--- src/ume_defines.vh ---
/*
 * Constants for the endpoint mode engine: register offsets, field
 * positions, mode codes, token kinds, action and reply codes.
 * Assumes inclusion by the Verilog and SystemVerilog files of this block only.
 */
// Behaviour
// each endpoint mode code in bits 3:0
// mode 0000 answers no token at all
// reset to disabled; engine never leaves it
// 0001 accepts SETUP, NAKs IN and OUT
// valid SETUP is ACKed, mode becomes 0001
// control modes 0010 0011 0100 0110 1010
// reserved 0101 and 0111 behaviours
// 1000 NAKs OUT; 1001 ACKs, then 1000
// 1011 ACKs OUT then becomes 0001
// 1100 NAKs IN; 1101 sends, then 1100
// 1110/1111 status-check OUT; 1111 then 1110
// 1010 and 1110 unchanged after ACK
// endpoint one bit 7 turns ACK into STALL; code applies it only to OUT in 1001 and IN in 1101
// status OUT ACKed if empty, toggle one
// IN sends count bytes or empty packet
// only valid transactions answered, wrong direction ignored
// interrupt on completion or CRC-corrupted receive
// data valid if checks pass, count <= 10
// IN/OUT flags at end, SETUP at data start
// endpoint zero ACK locks mode/count until read
// firmware keeps SETUP modes off endpoint one
// interrupt on final ACK; unACKed IN none
// engine mode change precedes next token
`ifndef UME_DEFINES_VH
`define UME_DEFINES_VH

// register offsets
`define UME_ADDR_COUNT0 8'h11
`define UME_ADDR_MODE0 8'h12
`define UME_ADDR_COUNT1 8'h13
`define UME_ADDR_MODE1 8'h14

// mode register fields
`define UME_MODE_MSB 3
`define UME_STALL_BIT 7
`define UME_PID_SETUP_BIT 7
`define UME_PID_IN_BIT 6
`define UME_PID_OUT_BIT 5

// count register fields
`define UME_CNT_MSB 3
`define UME_CNT_VALID_BIT 6
`define UME_CNT_TOGGLE_BIT 7

// reset values
`define UME_MODE_RESET 4'h0
`define UME_CNT_RESET 4'h0

// packet limits: eight data bytes plus two CRC bytes
`define UME_MAX_RX_COUNT 4'hA
`define UME_EMPTY_RX_COUNT 4'h2

// mode codes
`define UME_M_DISABLE 4'h0
`define UME_M_NAK_INOUT 4'h1
`define UME_M_STATUS_OUT 4'h2
`define UME_M_STALL_INOUT 4'h3
`define UME_M_IGNORE_INOUT 4'h4
`define UME_M_RSV_OUT 4'h5
`define UME_M_STATUS_IN 4'h6
`define UME_M_RSV_IN 4'h7
`define UME_M_NAK_OUT 4'h8
`define UME_M_ACK_OUT 4'h9
`define UME_M_NAKOUT_STIN 4'hA
`define UME_M_ACKOUT_NAKIN 4'hB
`define UME_M_NAK_IN 4'hC
`define UME_M_ACK_IN 4'hD
`define UME_M_NAKIN_STOUT 4'hE
`define UME_M_ACKIN_STOUT 4'hF

// token kinds
`define UME_TOK_SETUP 2'h1
`define UME_TOK_IN 2'h2
`define UME_TOK_OUT 2'h3

// actions per token
`define UME_A_IGNORE 3'h0
`define UME_A_NAK 3'h1
`define UME_A_STALL 3'h2
`define UME_A_ACK 3'h3
`define UME_A_TXCNT 3'h4
`define UME_A_TX0 3'h5
`define UME_A_CHECK 3'h6

// reply codes towards the packet codec
`define UME_R_NAK 3'h1
`define UME_R_STALL 3'h2
`define UME_R_ACK 3'h3
`define UME_R_DATA 3'h4

`endif

--- src/ume_mode_decode.v ---
/*
 * Mode decoder: turns one endpoint's mode code and stall bit into the
 * action per token kind and the mode the engine writes after an ACK.
 * Assumes a purely combinational use by the engine.
 */
`timescale 1ns/1ps
`default_nettype none
`include "ume_defines.vh"

module ume_mode_decode (
	// mode
	input wire [3:0] mode,
	input wire stall,
	// actions
	output reg setupAccept,
	output reg [2:0] inAction,
	output reg [2:0] outAction,
	output reg [3:0] modeAfterAck
);

	always @* begin
		setupAccept = 1'b1;
		inAction = `UME_A_IGNORE;
		outAction = `UME_A_IGNORE;
		modeAfterAck = mode;
		case (mode)
		`UME_M_DISABLE: begin
			setupAccept = 1'b0;
		end
		`UME_M_NAK_INOUT: begin
			inAction = `UME_A_NAK;
			outAction = `UME_A_NAK;
		end
		`UME_M_STATUS_OUT: begin
			inAction = `UME_A_STALL;
			outAction = `UME_A_CHECK;
		end
		`UME_M_STALL_INOUT: begin
			inAction = `UME_A_STALL;
			outAction = `UME_A_STALL;
		end
		`UME_M_IGNORE_INOUT: begin
			setupAccept = 1'b1;
		end
		`UME_M_RSV_OUT: begin
			setupAccept = 1'b0;
			outAction = `UME_A_ACK;
		end
		`UME_M_STATUS_IN: begin
			inAction = `UME_A_TX0;
			outAction = `UME_A_STALL;
		end
		`UME_M_RSV_IN: begin
			setupAccept = 1'b0;
			inAction = `UME_A_TXCNT;
		end
		`UME_M_NAK_OUT: begin
			setupAccept = 1'b0;
			outAction = `UME_A_NAK;
		end
		`UME_M_ACK_OUT: begin
			setupAccept = 1'b0;
			outAction = stall ? `UME_A_STALL : `UME_A_ACK;
			modeAfterAck = `UME_M_NAK_OUT;
		end
		`UME_M_NAKOUT_STIN: begin
			inAction = `UME_A_TX0;
			outAction = `UME_A_NAK;
		end
		`UME_M_ACKOUT_NAKIN: begin
			inAction = `UME_A_NAK;
			outAction = `UME_A_ACK;
			modeAfterAck = `UME_M_NAK_INOUT;
		end
		`UME_M_NAK_IN: begin
			setupAccept = 1'b0;
			inAction = `UME_A_NAK;
		end
		`UME_M_ACK_IN: begin
			setupAccept = 1'b0;
			inAction = stall ? `UME_A_STALL : `UME_A_TXCNT;
			modeAfterAck = `UME_M_NAK_IN;
		end
		`UME_M_NAKIN_STOUT: begin
			inAction = `UME_A_NAK;
			outAction = `UME_A_CHECK;
		end
		`UME_M_ACKIN_STOUT: begin
			inAction = `UME_A_TXCNT;
			outAction = `UME_A_CHECK;
			modeAfterAck = `UME_M_NAKIN_STOUT;
		end
		default: begin
			setupAccept = 1'b0;
		end
		endcase
	end

endmodule // ume_mode_decode
`default_nettype wire

--- src/ume_mode_engine.v ---
/*
 * Endpoint mode engine for a two-endpoint low-speed serial interface
 * engine: mode/count registers, token handling, automatic mode change,
 * PID status flags, endpoint event pulses and the endpoint-zero lock.
 * Assumes a packet codec on the same clock that delivers decoded tokens,
 * data packet summaries and host handshakes, and sends the replies.
 */
`timescale 1ns/1ps
`default_nettype none
`include "ume_defines.vh"

module ume_mode_engine (
	// clock and reset
	input wire clock,
	input wire reset,
	// register port
	input wire [7:0] regAddr,
	input wire [7:0] regWrData,
	input wire regWrite,
	input wire regRead,
	output reg [7:0] regRdData,
	// token from codec
	input wire tokenStrobe,
	input wire [1:0] tokenKind,
	input wire tokenEndpoint,
	input wire tokenAddrMatch,
	// data packet from codec
	input wire dataStart,
	input wire dataDone,
	input wire [3:0] dataCount,
	input wire dataToggle,
	input wire dataCrcOk,
	input wire dataChecksOk,
	// host handshake after an IN data packet
	input wire hostAck,
	input wire hostTimeout,
	// reply to codec
	output reg replyStrobe,
	output reg [2:0] replyCode,
	output reg [3:0] replyCount,
	// endpoint events
	output reg [1:0] endpointEvent,
	// endpoint-zero lock state
	output reg endpointZeroLocked
);

	localparam [1:0] ST_IDLE = 2'h0;
	localparam [1:0] ST_WAIT_DATA = 2'h1;
	localparam [1:0] ST_WAIT_HANDSHAKE = 2'h2;
	reg [1:0] state;
	reg [3:0] mode0;
	reg [3:0] mode1;
	reg stallBit1;
	reg pidSetup;
	reg pidIn;
	reg pidOut;
	reg [3:0] count0;
	reg [3:0] count1;
	reg rxValid0;
	reg rxValid1;
	reg rxToggle0;
	reg rxToggle1;
	reg curEndpoint;
	reg [1:0] curKind;
	reg [2:0] curAction;
	// decoders, one per endpoint
	wire setupAccept0;
	wire setupAccept1;
	wire [2:0] inAction0;
	wire [2:0] inAction1;
	wire [2:0] outAction0;
	wire [2:0] outAction1;
	wire [3:0] afterAck0;
	wire [3:0] afterAck1;

	ume_mode_decode decode0 (
		.mode(mode0),
		.stall(1'b0),
		.setupAccept(setupAccept0),
		.inAction(inAction0),
		.outAction(outAction0),
		.modeAfterAck(afterAck0)
	);
	ume_mode_decode decode1 (
		.mode(mode1),
		.stall(stallBit1),
		.setupAccept(setupAccept1),
		.inAction(inAction1),
		.outAction(outAction1),
		.modeAfterAck(afterAck1)
	);
	wire tokSetupAccept = tokenEndpoint ? setupAccept1 : setupAccept0;
	wire [2:0] tokIn = tokenEndpoint ? inAction1 : inAction0;
	wire [2:0] tokOut = tokenEndpoint ? outAction1 : outAction0;
	wire [3:0] curAfterAck = curEndpoint ? afterAck1 : afterAck0;
	wire tokIsSetup = tokenKind == `UME_TOK_SETUP;
	wire tokIsIn = tokenKind == `UME_TOK_IN;
	wire tokIsOut = tokenKind == `UME_TOK_OUT;
	wire curIsSetup = curKind == `UME_TOK_SETUP;
	// received data packet checks
	wire rxValid = dataCrcOk && dataChecksOk && dataCount <= `UME_MAX_RX_COUNT;
	wire statusOk = dataCount == `UME_EMPTY_RX_COUNT && dataToggle;
	// engine decisions, evaluated combinationally each cycle
	reg engReply;
	reg [2:0] engCode;
	reg [3:0] engReplyCount;
	reg engModeWrite;
	reg [3:0] engMode;
	reg engEvent;
	reg engAckDone;
	reg engRxStore;
	reg engSetPidIn;
	reg engSetPidOut;
	reg engSetPidSetup;
	reg [1:0] next_state;
	always @* begin
		engReply = 1'b0;
		engCode = `UME_R_NAK;
		engReplyCount = 4'h0;
		engModeWrite = 1'b0;
		engMode = curAfterAck;
		engEvent = 1'b0;
		engAckDone = 1'b0;
		engRxStore = 1'b0;
		engSetPidIn = 1'b0;
		engSetPidOut = 1'b0;
		engSetPidSetup = 1'b0;
		next_state = state;
		case (state)
		ST_IDLE: begin
			if (tokenStrobe && tokenAddrMatch) begin
				if (tokIsSetup && tokSetupAccept) begin
					next_state = ST_WAIT_DATA;
				end else if (tokIsOut && tokOut != `UME_A_IGNORE) begin
					next_state = ST_WAIT_DATA;
				end else if (tokIsIn) begin
					case (tokIn)
					`UME_A_NAK, `UME_A_STALL: begin
						engReply = 1'b1;
						engCode = tokIn == `UME_A_NAK ? `UME_R_NAK : `UME_R_STALL;
						engEvent = 1'b1;
						engSetPidIn = 1'b1;
					end
					`UME_A_TXCNT: begin
						engReply = 1'b1;
						engCode = `UME_R_DATA;
						engReplyCount = tokenEndpoint ? count1 : count0;
						next_state = ST_WAIT_HANDSHAKE;
					end
					`UME_A_TX0: begin
						engReply = 1'b1;
						engCode = `UME_R_DATA;
						next_state = ST_WAIT_HANDSHAKE;
					end
					default: begin
						engReply = 1'b0;
					end
					endcase
				end
			end
		end
		ST_WAIT_DATA: begin
			if (dataStart && curIsSetup) begin
				engSetPidSetup = 1'b1;
			end
			if (dataDone) begin
				next_state = ST_IDLE;
				if (!rxValid) begin
					// corrupted buffer still raises an event
					engEvent = !dataCrcOk;
					engRxStore = curIsSetup || curAction == `UME_A_ACK;
				end else if (curIsSetup) begin
					engReply = 1'b1;
					engCode = `UME_R_ACK;
					engModeWrite = 1'b1;
					engMode = `UME_M_NAK_INOUT;
					engEvent = 1'b1;
					engAckDone = 1'b1;
					engRxStore = 1'b1;
				end else begin
					engReply = 1'b1;
					engEvent = 1'b1;
					engSetPidOut = 1'b1;
					case (curAction)
					`UME_A_ACK: begin
						engCode = `UME_R_ACK;
						engModeWrite = 1'b1;
						engAckDone = 1'b1;
						engRxStore = 1'b1;
					end
					`UME_A_CHECK: begin
						if (statusOk) begin
							engCode = `UME_R_ACK;
							engAckDone = 1'b1;
						end else begin
							engCode = `UME_R_STALL;
							engModeWrite = 1'b1;
							engMode = `UME_M_STALL_INOUT;
						end
					end
					`UME_A_STALL: begin
						engCode = `UME_R_STALL;
						if (curEndpoint == 1'b0 && mode0 == `UME_M_STATUS_IN) begin
							engModeWrite = 1'b1;
							engMode = `UME_M_STALL_INOUT;
						end
					end
					default: begin
						engCode = `UME_R_NAK;
					end
					endcase
				end
			end
		end
		ST_WAIT_HANDSHAKE: begin
			if (hostAck) begin
				next_state = ST_IDLE;
				engEvent = 1'b1;
				engSetPidIn = 1'b1;
				engAckDone = 1'b1;
				engModeWrite = 1'b1;
			end else if (hostTimeout) begin
				next_state = ST_IDLE;
			end
		end
		default: begin
			next_state = ST_IDLE;
		end
		endcase
	end
	// software access decode
	wire wrMode0 = regWrite && regAddr == `UME_ADDR_MODE0 && !endpointZeroLocked;
	wire wrCount0 = regWrite && regAddr == `UME_ADDR_COUNT0 && !endpointZeroLocked;
	wire wrMode1 = regWrite && regAddr == `UME_ADDR_MODE1;
	wire wrCount1 = regWrite && regAddr == `UME_ADDR_COUNT1;
	wire rdUnlock = regRead && (regAddr == `UME_ADDR_MODE0 || regAddr == `UME_ADDR_COUNT0);
	wire ackOnZero = engAckDone && curEndpoint == 1'b0;
	// transaction tracking
	always @(posedge clock) begin
		if (reset) begin
			state <= ST_IDLE;
			curEndpoint <= 1'b0;
			curKind <= 2'h0;
			curAction <= `UME_A_IGNORE;
		end else begin
			state <= next_state;
			if (state == ST_IDLE && tokenStrobe && tokenAddrMatch) begin
				curEndpoint <= tokenEndpoint;
				curKind <= tokenKind;
				curAction <= tokIsOut ? tokOut : tokIn;
			end
		end
	end
	// mode registers: engine change wins over software write
	always @(posedge clock) begin
		if (reset) begin
			mode0 <= `UME_MODE_RESET;
			mode1 <= `UME_MODE_RESET;
			stallBit1 <= 1'b0;
		end else begin
			if (engModeWrite && curEndpoint == 1'b0) begin
				mode0 <= engMode;
			end else if (wrMode0) begin
				mode0 <= regWrData[`UME_MODE_MSB:0];
			end
			if (engModeWrite && curEndpoint == 1'b1) begin
				mode1 <= engMode;
			end else if (wrMode1) begin
				mode1 <= regWrData[`UME_MODE_MSB:0];
			end
			if (wrMode1) begin
				stallBit1 <= regWrData[`UME_STALL_BIT];
			end
		end
	end
	// endpoint-zero PID flags: set wins over the clearing write
	always @(posedge clock) begin
		if (reset) begin
			pidSetup <= 1'b0;
			pidIn <= 1'b0;
			pidOut <= 1'b0;
		end else begin
			if (engSetPidSetup && curEndpoint == 1'b0) begin
				pidSetup <= 1'b1;
			end else if (wrMode0) begin
				pidSetup <= 1'b0;
			end
			if (engSetPidIn && (state == ST_IDLE ? tokenEndpoint : curEndpoint) == 1'b0) begin
				pidIn <= 1'b1;
			end else if (wrMode0) begin
				pidIn <= 1'b0;
			end
			if (engSetPidOut && curEndpoint == 1'b0) begin
				pidOut <= 1'b1;
			end else if (wrMode0) begin
				pidOut <= 1'b0;
			end
		end
	end
	// count registers: received summary or software count
	always @(posedge clock) begin
		if (reset) begin
			count0 <= `UME_CNT_RESET;
			count1 <= `UME_CNT_RESET;
			rxValid0 <= 1'b0;
			rxValid1 <= 1'b0;
			rxToggle0 <= 1'b0;
			rxToggle1 <= 1'b0;
		end else begin
			if (engRxStore && curEndpoint == 1'b0) begin
				count0 <= dataCount;
				rxValid0 <= rxValid;
				rxToggle0 <= dataToggle;
			end else if (wrCount0) begin
				count0 <= regWrData[`UME_CNT_MSB:0];
			end
			if (engRxStore && curEndpoint == 1'b1) begin
				count1 <= dataCount;
				rxValid1 <= rxValid;
				rxToggle1 <= dataToggle;
			end else if (wrCount1) begin
				count1 <= regWrData[`UME_CNT_MSB:0];
			end
		end
	end
	// endpoint-zero write lock, also after a host-ACKed IN
	always @(posedge clock) begin
		if (reset) begin
			endpointZeroLocked <= 1'b0;
		end else if (ackOnZero) begin
			endpointZeroLocked <= 1'b1;
		end else if (rdUnlock && state == ST_IDLE) begin
			endpointZeroLocked <= 1'b0;
		end
	end
	// replies and events
	always @(posedge clock) begin
		if (reset) begin
			replyStrobe <= 1'b0;
			replyCode <= `UME_R_NAK;
			replyCount <= 4'h0;
			endpointEvent <= 2'h0;
		end else begin
			replyStrobe <= engReply;
			if (engReply) begin
				replyCode <= engCode;
				replyCount <= engReplyCount;
			end
			endpointEvent[0] <= engEvent && (state == ST_IDLE ? !tokenEndpoint : !curEndpoint);
			endpointEvent[1] <= engEvent && (state == ST_IDLE ? tokenEndpoint : curEndpoint);
		end
	end
	// register read data, one cycle after the strobe
	always @(posedge clock) begin
		if (reset) begin
			regRdData <= 8'h00;
		end else if (regRead) begin
			case (regAddr)
			`UME_ADDR_MODE0: regRdData <= {pidSetup, pidIn, pidOut, 1'b0, mode0};
			`UME_ADDR_MODE1: regRdData <= {stallBit1, 3'h0, mode1};
			`UME_ADDR_COUNT0: regRdData <= {rxToggle0, rxValid0, 2'h0, count0};
			`UME_ADDR_COUNT1: regRdData <= {rxToggle1, rxValid1, 2'h0, count1};
			default: regRdData <= 8'h00;
			endcase
		end else begin
			regRdData <= 8'h00;
		end
	end

endmodule // ume_mode_engine
`default_nettype wire

--- config.mk ---
export PLATFORM = sky130hd
export DESIGN_NAME = ume_mode_engine
export DESIGN_NICKNAME = d
export VERILOG_FILES = /design/src/ume_mode_decode.v /design/src/ume_mode_engine.v
export VERILOG_INCLUDE_DIRS = /design/src
export SDC_FILE = /design/constraint.sdc
export NUM_CORES = 1
export LEC_CHECK = 0
export BUFFER_PORTS_ARGS = -buffer_cell sky130_fd_sc_hd__clkbuf_2
export CAP_MARGIN = 0
export CORE_MARGIN = 2
export CORE_UTILIZATION = 45
export DETAILED_ROUTE_END_ITERATION = 16
export PLACE_DENSITY_LB_ADDON = 0.3
export SYNTH_ARGS = -nofsm -noshare
export SYNTH_HDL_FRONTEND = slang
export SYNTH_SLANG_ARGS = --single-unit
export TNS_END_PERCENT = 1
--- constraint.sdc ---
create_clock -name clock -period 4.89 [get_ports clock]
set_clock_uncertainty 0.15 [all_clocks]
set_input_delay 1.2225 -clock clock [delete_from_list [all_inputs] [get_ports clock]]
set_output_delay 1.2225 -clock clock [all_outputs]
set_load 0.01 [all_outputs]
==> results of run 1 <==
[power breakdown]
| part | total (mW) | switching, mW | internal, mW |
|---|---|---|---|
| registers | 0.415 | 0.00468 | 0.411 |
| clock network | 0.268 | 0.151 | 0.117 |
| logic | 0.0751 | 0.0472 | 0.0280 |
[state kept, by name, summed over array words and instances (netlist names), 2 cells and up]
register	flops
mode0	4
curAction	3
replyCount	4
state	2
replyCode	3
count1	4
regRdData	7
count0	4
mode1	4
curKind	2
endpointEvent	2
[tightest hold or removal path: stages, from the launching register on]
cell     delay, ns
dfxtp_1       0.32
nand2_1       0.05
a21oi_1       0.05
[path summary, 6_finish.rpt]
path,endpoint,cells after the start
worst max register to register,replyCode[0],7
worst min register to register,curKind[0],2
worst min-delay path,curKind[0],2
worst max-delay path,mode1[2],7
[synthesized netlist by cell type, drive strengths merged (2+ instances only)]
cell type / number
o32ai: 5
mux2i: 25
or3: 2
o221ai: 2
o211ai: 3
nor2: 40
a22o: 8
nand2b: 8
or4b: 3
nand3b: 4
nand3: 9
nand4b: 2
nor3: 9
nand2: 22
or2: 4
o21ai: 13
mux2: 6
a31oi: 9
dfxtp: 50
a22oi: 9
and2: 5
inv: 15
nor4b: 2
nor3b: 5
buf: 6
clkbuf: 20
o31ai: 2
a211oi: 23
nor2b: 17
a21o: 2
and3: 3
a32o: 2
a211o: 2
ha: 4
a311oi: 2
a21oi: 20
[cell usage in the layout, fill, tap and decap left out, drive strengths merged, types with 13 or more instances in the layout]
| cell type | netlist | final |
|---|---|---|
| mux2i | 25 | 25 |
| nand2 | 22 | 22 |
| a21oi | 20 | 20 |
| dfxtp | 50 | 50 |
| a211oi | 23 | 23 |
| inv | 15 | 16 |
| nor2 | 40 | 40 |
| o21ai | 13 | 13 |
| nor2b | 17 | 17 |
| clkbuf | 20 | 56 |
[area by class of cell]
class | instances | area (µm²)
Clock buffer | 6 | 82.6
Clock inverter | 2 | 16.3
Fill cell | 668 | 3280
Inverter | 15 | 56.3
Multi-Input combinational cell | 292 | 1970
Sequential cell | 50 | 1000
Tap cell | 80 | 100
Timing Repair Buffer | 50 | 250
[per-stage QoR]
| step | instances | setup WS, ns | power, mW | utilization [%] |
|---|---|---|---|---|
| final | 495 | 1.70 | 0.758 | 51.5 |
| after detailed placement | 487 | 1.43 | 0.499 | 50.0 |
| after global placement | 487 | 1.44 | 0.498 | 50.0 |
| after CTS | 495 | 1.72 | 0.763 | 51.5 |
| after global routing | 495 | 1.55 | 0.788 | 51.5 |
| after floorplan | 383 | 1.88 | 0.467 | - |
[metal layers]
metal  up-vias  GRT usage [%]
met4         0           7.27
met1      1452           32.3
met2       100           35.0
li1       1484              -
met5         -              0
met3        14           3.11
[logic make-up (layout without fill, tap and decap cells)]
family / count (synthesis) / after routing / synth area share [%]
compound gates: 117 / 117 / 27.0
xor+xnor: 1 / 1 / 0.279
fa+ha+maj: 4 / 4 / 1.59
buf+inv: 41 / 73 / 5.34
flops: 50 / 50 / 31.9
mux: 31 / 31 / 10.1
other cells: 1 / 1 / 0.119
simple gates: 138 / 138 / 23.7
==> flow_summary.json, run 1 <==
{
  "status": "finished, final reports clean",
  "period_minus_slack_ns": 3.19,
  "antenna_found_initial": 0,
  "routedLengthMet1_mm": 3.86,
  "dominantRegCellSynth": "dfxtp_1",
  "synthCells": 383,
  "synth_top_area_cell": "dfxtp_1",
  "grt_overflow_total": 0,
  "drc_errors": 0,
  "cp.arrival_ns": 3.25,
  "tns_ns": 0,
  "cp_slowest_cell": "nor4b_1",
  "ctsResizeCount": 0,
  "track_usage_pct": 22.5,
  "grt_max_degree": 49,
  "synthArstFlopShare_pct": 0,
  "vias_per_cell": 6.16,
  "power_density_mw_per_mm2": 218,
  "rsz0062_at_grt": "false",
  "crit_chain": "clkbuf_2 > nor4b_1 > a21oi_1 > or2_2 > o21ai_1 > nor2b_1 > a211oi_1",
  "cp.buffers_inverters": 1,
  "maxCapViolations": 0,
  "ios": 55,
  "max_freq_ghz": 0.314,
  "root_buffer": "clkbuf_8",
  "crit_start": "dataCount[0]",
  "portBuffers": 50,
  "critPathLaunchType": "input pin",
  "cts_tree": "yes",
  "cp-end-kind": "flop",
  "synth_edf_count": 0,
  "dp_hpwl_mm": 6.18,
  "synthTopCellsByArea": "dfxtp_1 (32%), mux2i_1 (8.0%), a211oi_1 (5.3%)",
  "criticalPathCategory": "input pin to flop",
  "wl_met2_mm": 3.94,
  "dr.pass1.iters": 7,
  "critPathMaxFanout": 8,
  "die_area_mm2": 0.00766,
  "start_util_pct": 46.5,
  "wl_per_cell_um": 17.0,
  "via_count": 3050,
  "maxSlewHeadroom_pct": 35.5,
  "top_layer_used": "met4",
  "clk_pin_slew_ns": 0.09,
  "die_w_um": 87.5,
  "cts_max_level": 2,
  "hold_violations": 0,
  "grt_pass1_wl_mm": 13.6,
  "grt_pass1_vias": 2679,
  "area_growth_pct": 10.8,
  "cts_made_buffers": 5,
  "routabilityCongestion": 0.872,
  "final_nets": 454,
  "cts.path.max_buffers": 2,
  "dr_wl_met3_um": 454,
  "r2r-start": "state[1]",
  "hold_class": "flop to flop",
  "required_ns": 4.95,
  "min-delay-start": "curKind[0]",
  "row_count": 30,
  "ant_nets": 0,
  "rrSetupSlack_ns": 2.25,
  "slowest_delay_ns": 0.55,
  "yosysSeqAreaShare_pct": 31.9,
  "clkSinkCount": 50,
  "min_period_over_period_pct": 65.2,
  "drive_gt1_share_pct": 17.8,
  "ys_types": 65,
  "peakVddDrop_mv": 0.108,
  "post_dp_cell_area_mm2": 0.00338,
  "core_area_mm2": 0.00676,
  "n_antenna_cell": 0,
  "postLayoutCellArea_mm2": 0.00348,
  "slew_viol_final": 0,
  "yosysTopAreaCellShare_pct": 31.9,
  "setup_violations": 0,
  "synth_nets": 423,
  "avgSynthCellArea_um2": 8.20,
  "cts_hold_buf": 0,
  "post_cts_buffers": 0,
  "max_slew.worst_pin.slew_ns": 0.968,
  "ys.warnings.count": 0,
  "die_y_um": 87.5,
  "syn_area_mm2": 0.00314,
  "drt_wl_total_mm": 8.42,
  "leakage_nw": 1.36,
  "drt_iter0_drc": 248,
  "ys_seq_elements": 50,
  "clock_insertion_delay_worst_skew_ns": 0.31,
  "holdWs_ns": 0.308,
  "path_delay_family": "simple AND/OR/NAND/NOR gates"
}
Note: power is estimated with default switching activity, not from simulation.
==> run 2: changes to the inputs <==
- ABC_AREA: default -> 1
- clock period: 4.89 -> 2.9 ns (I/O delays scaled with it)
==> run 2 against run 1 <==
Compared with the run above:
- total power up 70%
- area after synthesis up 6.9%
- combinational power up 120%
- register-to-register slack worse by 1.5 ns
- global-route usage up 0.91 points
- largest power group unchanged
- first-iteration DRC count up 23%
- worst setup slack worse by 0.96 ns
- sequential power up 69%
- utilization up 0.39 points
- largest cell class unchanged
- count of clock-buffer cells in the layout down 1
- via count up 17%
==> flow_summary.json, run 2 <==
{
  "largest_reg_flops": 7,
  "leakage_nw": 1.84,
  "max_slew.worst_pin.slew_ns": 0.581,
  "r2r-start": "state[1]",
  "clk_pin_slew_ns": 0.10,
  "core_area_mm2": 0.00725,
  "swShare_pct": 28.5,
  "critPathLaunchType": "flop",
  "n_antenna_cell": 0,
  "root_buffer": "clkbuf_8",
  "min_period_over_period_pct": 74.4,
  "cp.buffers_inverters": 2,
  "track_usage_pct": 23.5,
  "ys.warnings.count": 0,
  "grt_overflow_total": 0,
  "synth_edf_count": 0,
  "period_minus_slack_ns": 2.16,
  "ant_nets": 0,
  "ys_seq_elements": 50,
  "setup_violations": 0,
  "setup_slack_ns": 0.743,
  "vias_per_cell": 5.22,
  "crit_chain": "inv_1 > ha_1 > inv_2 > nor3_4 > nand3_2 > nor2_4 > o21ai_1 > nor2_1 > nand3_1 > nand2_1",
  "synthTopCellsByArea": "dfxtp_1 (30%), nand2_1 (15%), nor2_1 (9.2%)",
  "comb_power_share_pct": 12.6,
  "status": "finished, final reports clean",
  "maxCapViolations": 0,
  "critPathMaxFanout": 6,
  "drt_wl_total_mm": 9.54,
  "peakVddDrop_mv": 0.163,
  "routabilityCongestion": 0.927,
  "cp-end-kind": "flop",
  "yosysSeqAreaShare_pct": 29.8,
  "ctsResizeCount": 0,
  "grt_max_degree": 23,
  "antenna_found_initial": 0,
  "final_common_cell": "nand2_1",
  "slowest_delay_ns": 0.34,
  "syn_area_mm2": 0.00336,
  "yosysTopAreaCellShare_pct": 29.8,
  "hold_class": "flop to flop",
  "die_y_um": 90.4,
  "power_density_mw_per_mm2": 342,
  "p_seq_share_pct": 54.7,
  "min_path_cells": 2,
  "synth_nets": 579,
  "die_w_um": 90.4,
  "portBuffers": 50,
  "drt_iter0_drc": 306,
  "ios": 55,
  "cts_tree": "yes",
  "required_ns": 3.01,
  "die_area_mm2": 0.00817,
  "synthMostInstantiatedCell": "nand2_1",
  "cts_max_level": 2,
  "clock_insertion_delay_worst_skew_ns": 0.31,
  "ys_top_cells_by_count": "nand2_1 (131), nor2_1 (82), inv_1 (58), nand3_1 (51), dfxtp_1 (50)",
  "path_delay_family": "simple AND/OR/NAND/NOR gates",
  "post_cts_buffers": 0,
  "area_growth_pct": 12.0,
  "synthArstFlopShare_pct": 0,
  "rrSetupSlack_ns": 0.74,
  "cts.path.max_buffers": 2,
  "hold_violations": 0,
  "final_cell_mix": "nand2_1 (131), nor2_1 (82), inv_1 (58)",
  "cts_hold_buf": 0,
  "dominantRegCellSynth": "dfxtp_1",
  "avgSynthCellArea_um2": 6.23,
  "row_count": 31,
  "wl_per_cell_um": 13.9,
  "drc_errors": 0,
  "power_mw": 1.28,
  "clkSinkCount": 50,
  "dp_slack_ns": 0.478,
  "timing.reg2reg.worst_path_depth": 10,
  "power_frac_clock_pct": 32.7,
  "tns_ns": 0,
  "min_delay_worst_endpoint": "rxToggle0",
  "min-delay-start": "rxToggle0",
  "p_switching_uw": 367,
  "top_register": "regRdData",
  "rsz0062_at_grt": "false",
  "r2r-end": "replyCount[1]",
  "max_freq_ghz": 0.464,
  "final_nets": 625,
  "dr.pass1.iters": 5,
  "cp.arrival_ns": 2.27,
  "ys_types": 40,
  "criticalPathCategory": "flop to flop",
  "grt_pass1_vias": 3137,
  "internal_power_uw": 918,
  "grt_pass1_wl_mm": 15.4,
  "slew_viol_final": 0,
  "via_count": 3578,
  "drive_gt1_share_pct": 18.9,
  "dp_hpwl_mm": 7.50,
  "cts_made_buffers": 5,
  "start_util_pct": 46.3,
  "cp_slowest_cell": "dfxtp_1",
  "synth_top_area_cell": "dfxtp_1",
  "maxSlewHeadroom_pct": 61.1,
  "synthCells": 539
}
-- run 2: cell count changes after synthesis, moves of 12 or more --
cell	change
nand2_1	+109
inv_1	+43
nand3_1	+42
nor2_1	+42
mux2i_1	-25
a211oi_1	-18
nor2b_1	-17
clkbuf_1	-15
a21oi_1	+14
inv_2	+12
-- run 2: logic make-up after synthesis --
| kind of cell | Yosys count | share of synthesized area (%) |
|---|---|---|
| and+or+nand+nor | 317 | 44.3 |
| buffers and inverters | 85 | 10.5 |
| AOI/OAI and AO/OA | 82 | 13.8 |
| DFF | 50 | 29.8 |
| adders and majority gates | 4 | 1.49 |
| other | 1 | 0.112 |
-- run 2: worst max-delay path by stage --
stage,from,to,slack (ns),depth (start not counted)
2_1_floorplan,regAddr[3],count0[3],0.86,7
3_3_place_gp,tokenEndpoint,replyCode[0],0.49,11
3_5_place_dp,tokenEndpoint,replyCode[0],0.48,11
4_1_cts,state[1],replyCount[1],0.73,10
5_1_grt,state[1],replyCount[2],0.57,10
6_report,state[1],replyCount[1],0.74,10
-- run 2: power by group through the flow --
stage                     logic, mW  registers [mW]  clock network [mW]
after global placement        0.158           0.718                   0
after detailed placement      0.160           0.718                   0
after global routing          0.181           0.704               0.458
after CTS                     0.161           0.702               0.432
final                         0.162           0.702               0.420
after floorplan               0.105           0.714                   0
-- run 2: cell type report --
cell class / count / area [µm²]
Tap cell: 99 / 124
Sequential cell: 50 / 1000
Clock inverter: 3 / 21.3
Timing Repair Buffer: 53 / 273
Inverter: 71 / 269
Multi-Input combinational cell: 404 / 2010
Fill cell: 754 / 3490
Clock buffer: 5 / 68.8
-- run 2: stage by stage --
step | instance area [µm²] | cells | hold WS [ns] | util, %
2_1_floorplan | 3360 | 539 | 0.275 | -
3_3_place_gp | 3670 | 677 | 0.295 | 50.6
3_5_place_dp | 3670 | 677 | 0.300 | 50.6
4_1_cts | 3760 | 685 | 0.315 | 51.9
5_1_grt | 3760 | 685 | 0.337 | 51.9
6_report | 3760 | 685 | 0.309 | 51.9
-- run 2: worst reg2reg max path: cells and delay by family, from the launching register on --
family | cells | cell delay (ns)
AND/OR/NAND/NOR | 6 | 0.92
flip-flops | 1 | 0.34
adder cells (fa/ha/maj) | 1 | 0.32
buffers and inverters | 2 | 0.21
AO/OA/AOI/OAI | 1 | 0.17
-- run 2: layer usage --
layer  routed length [µm]  track usage (%)  part of all wire (%)  up-vias
met5                    0                0                     0        -
met4                  152             7.56                   1.6        0
met3                  546             3.01                   5.7       15
met2                 4250             36.8                    45      140
met1                 4600             33.5                    48     1589
li1                     -                -                     -     1834
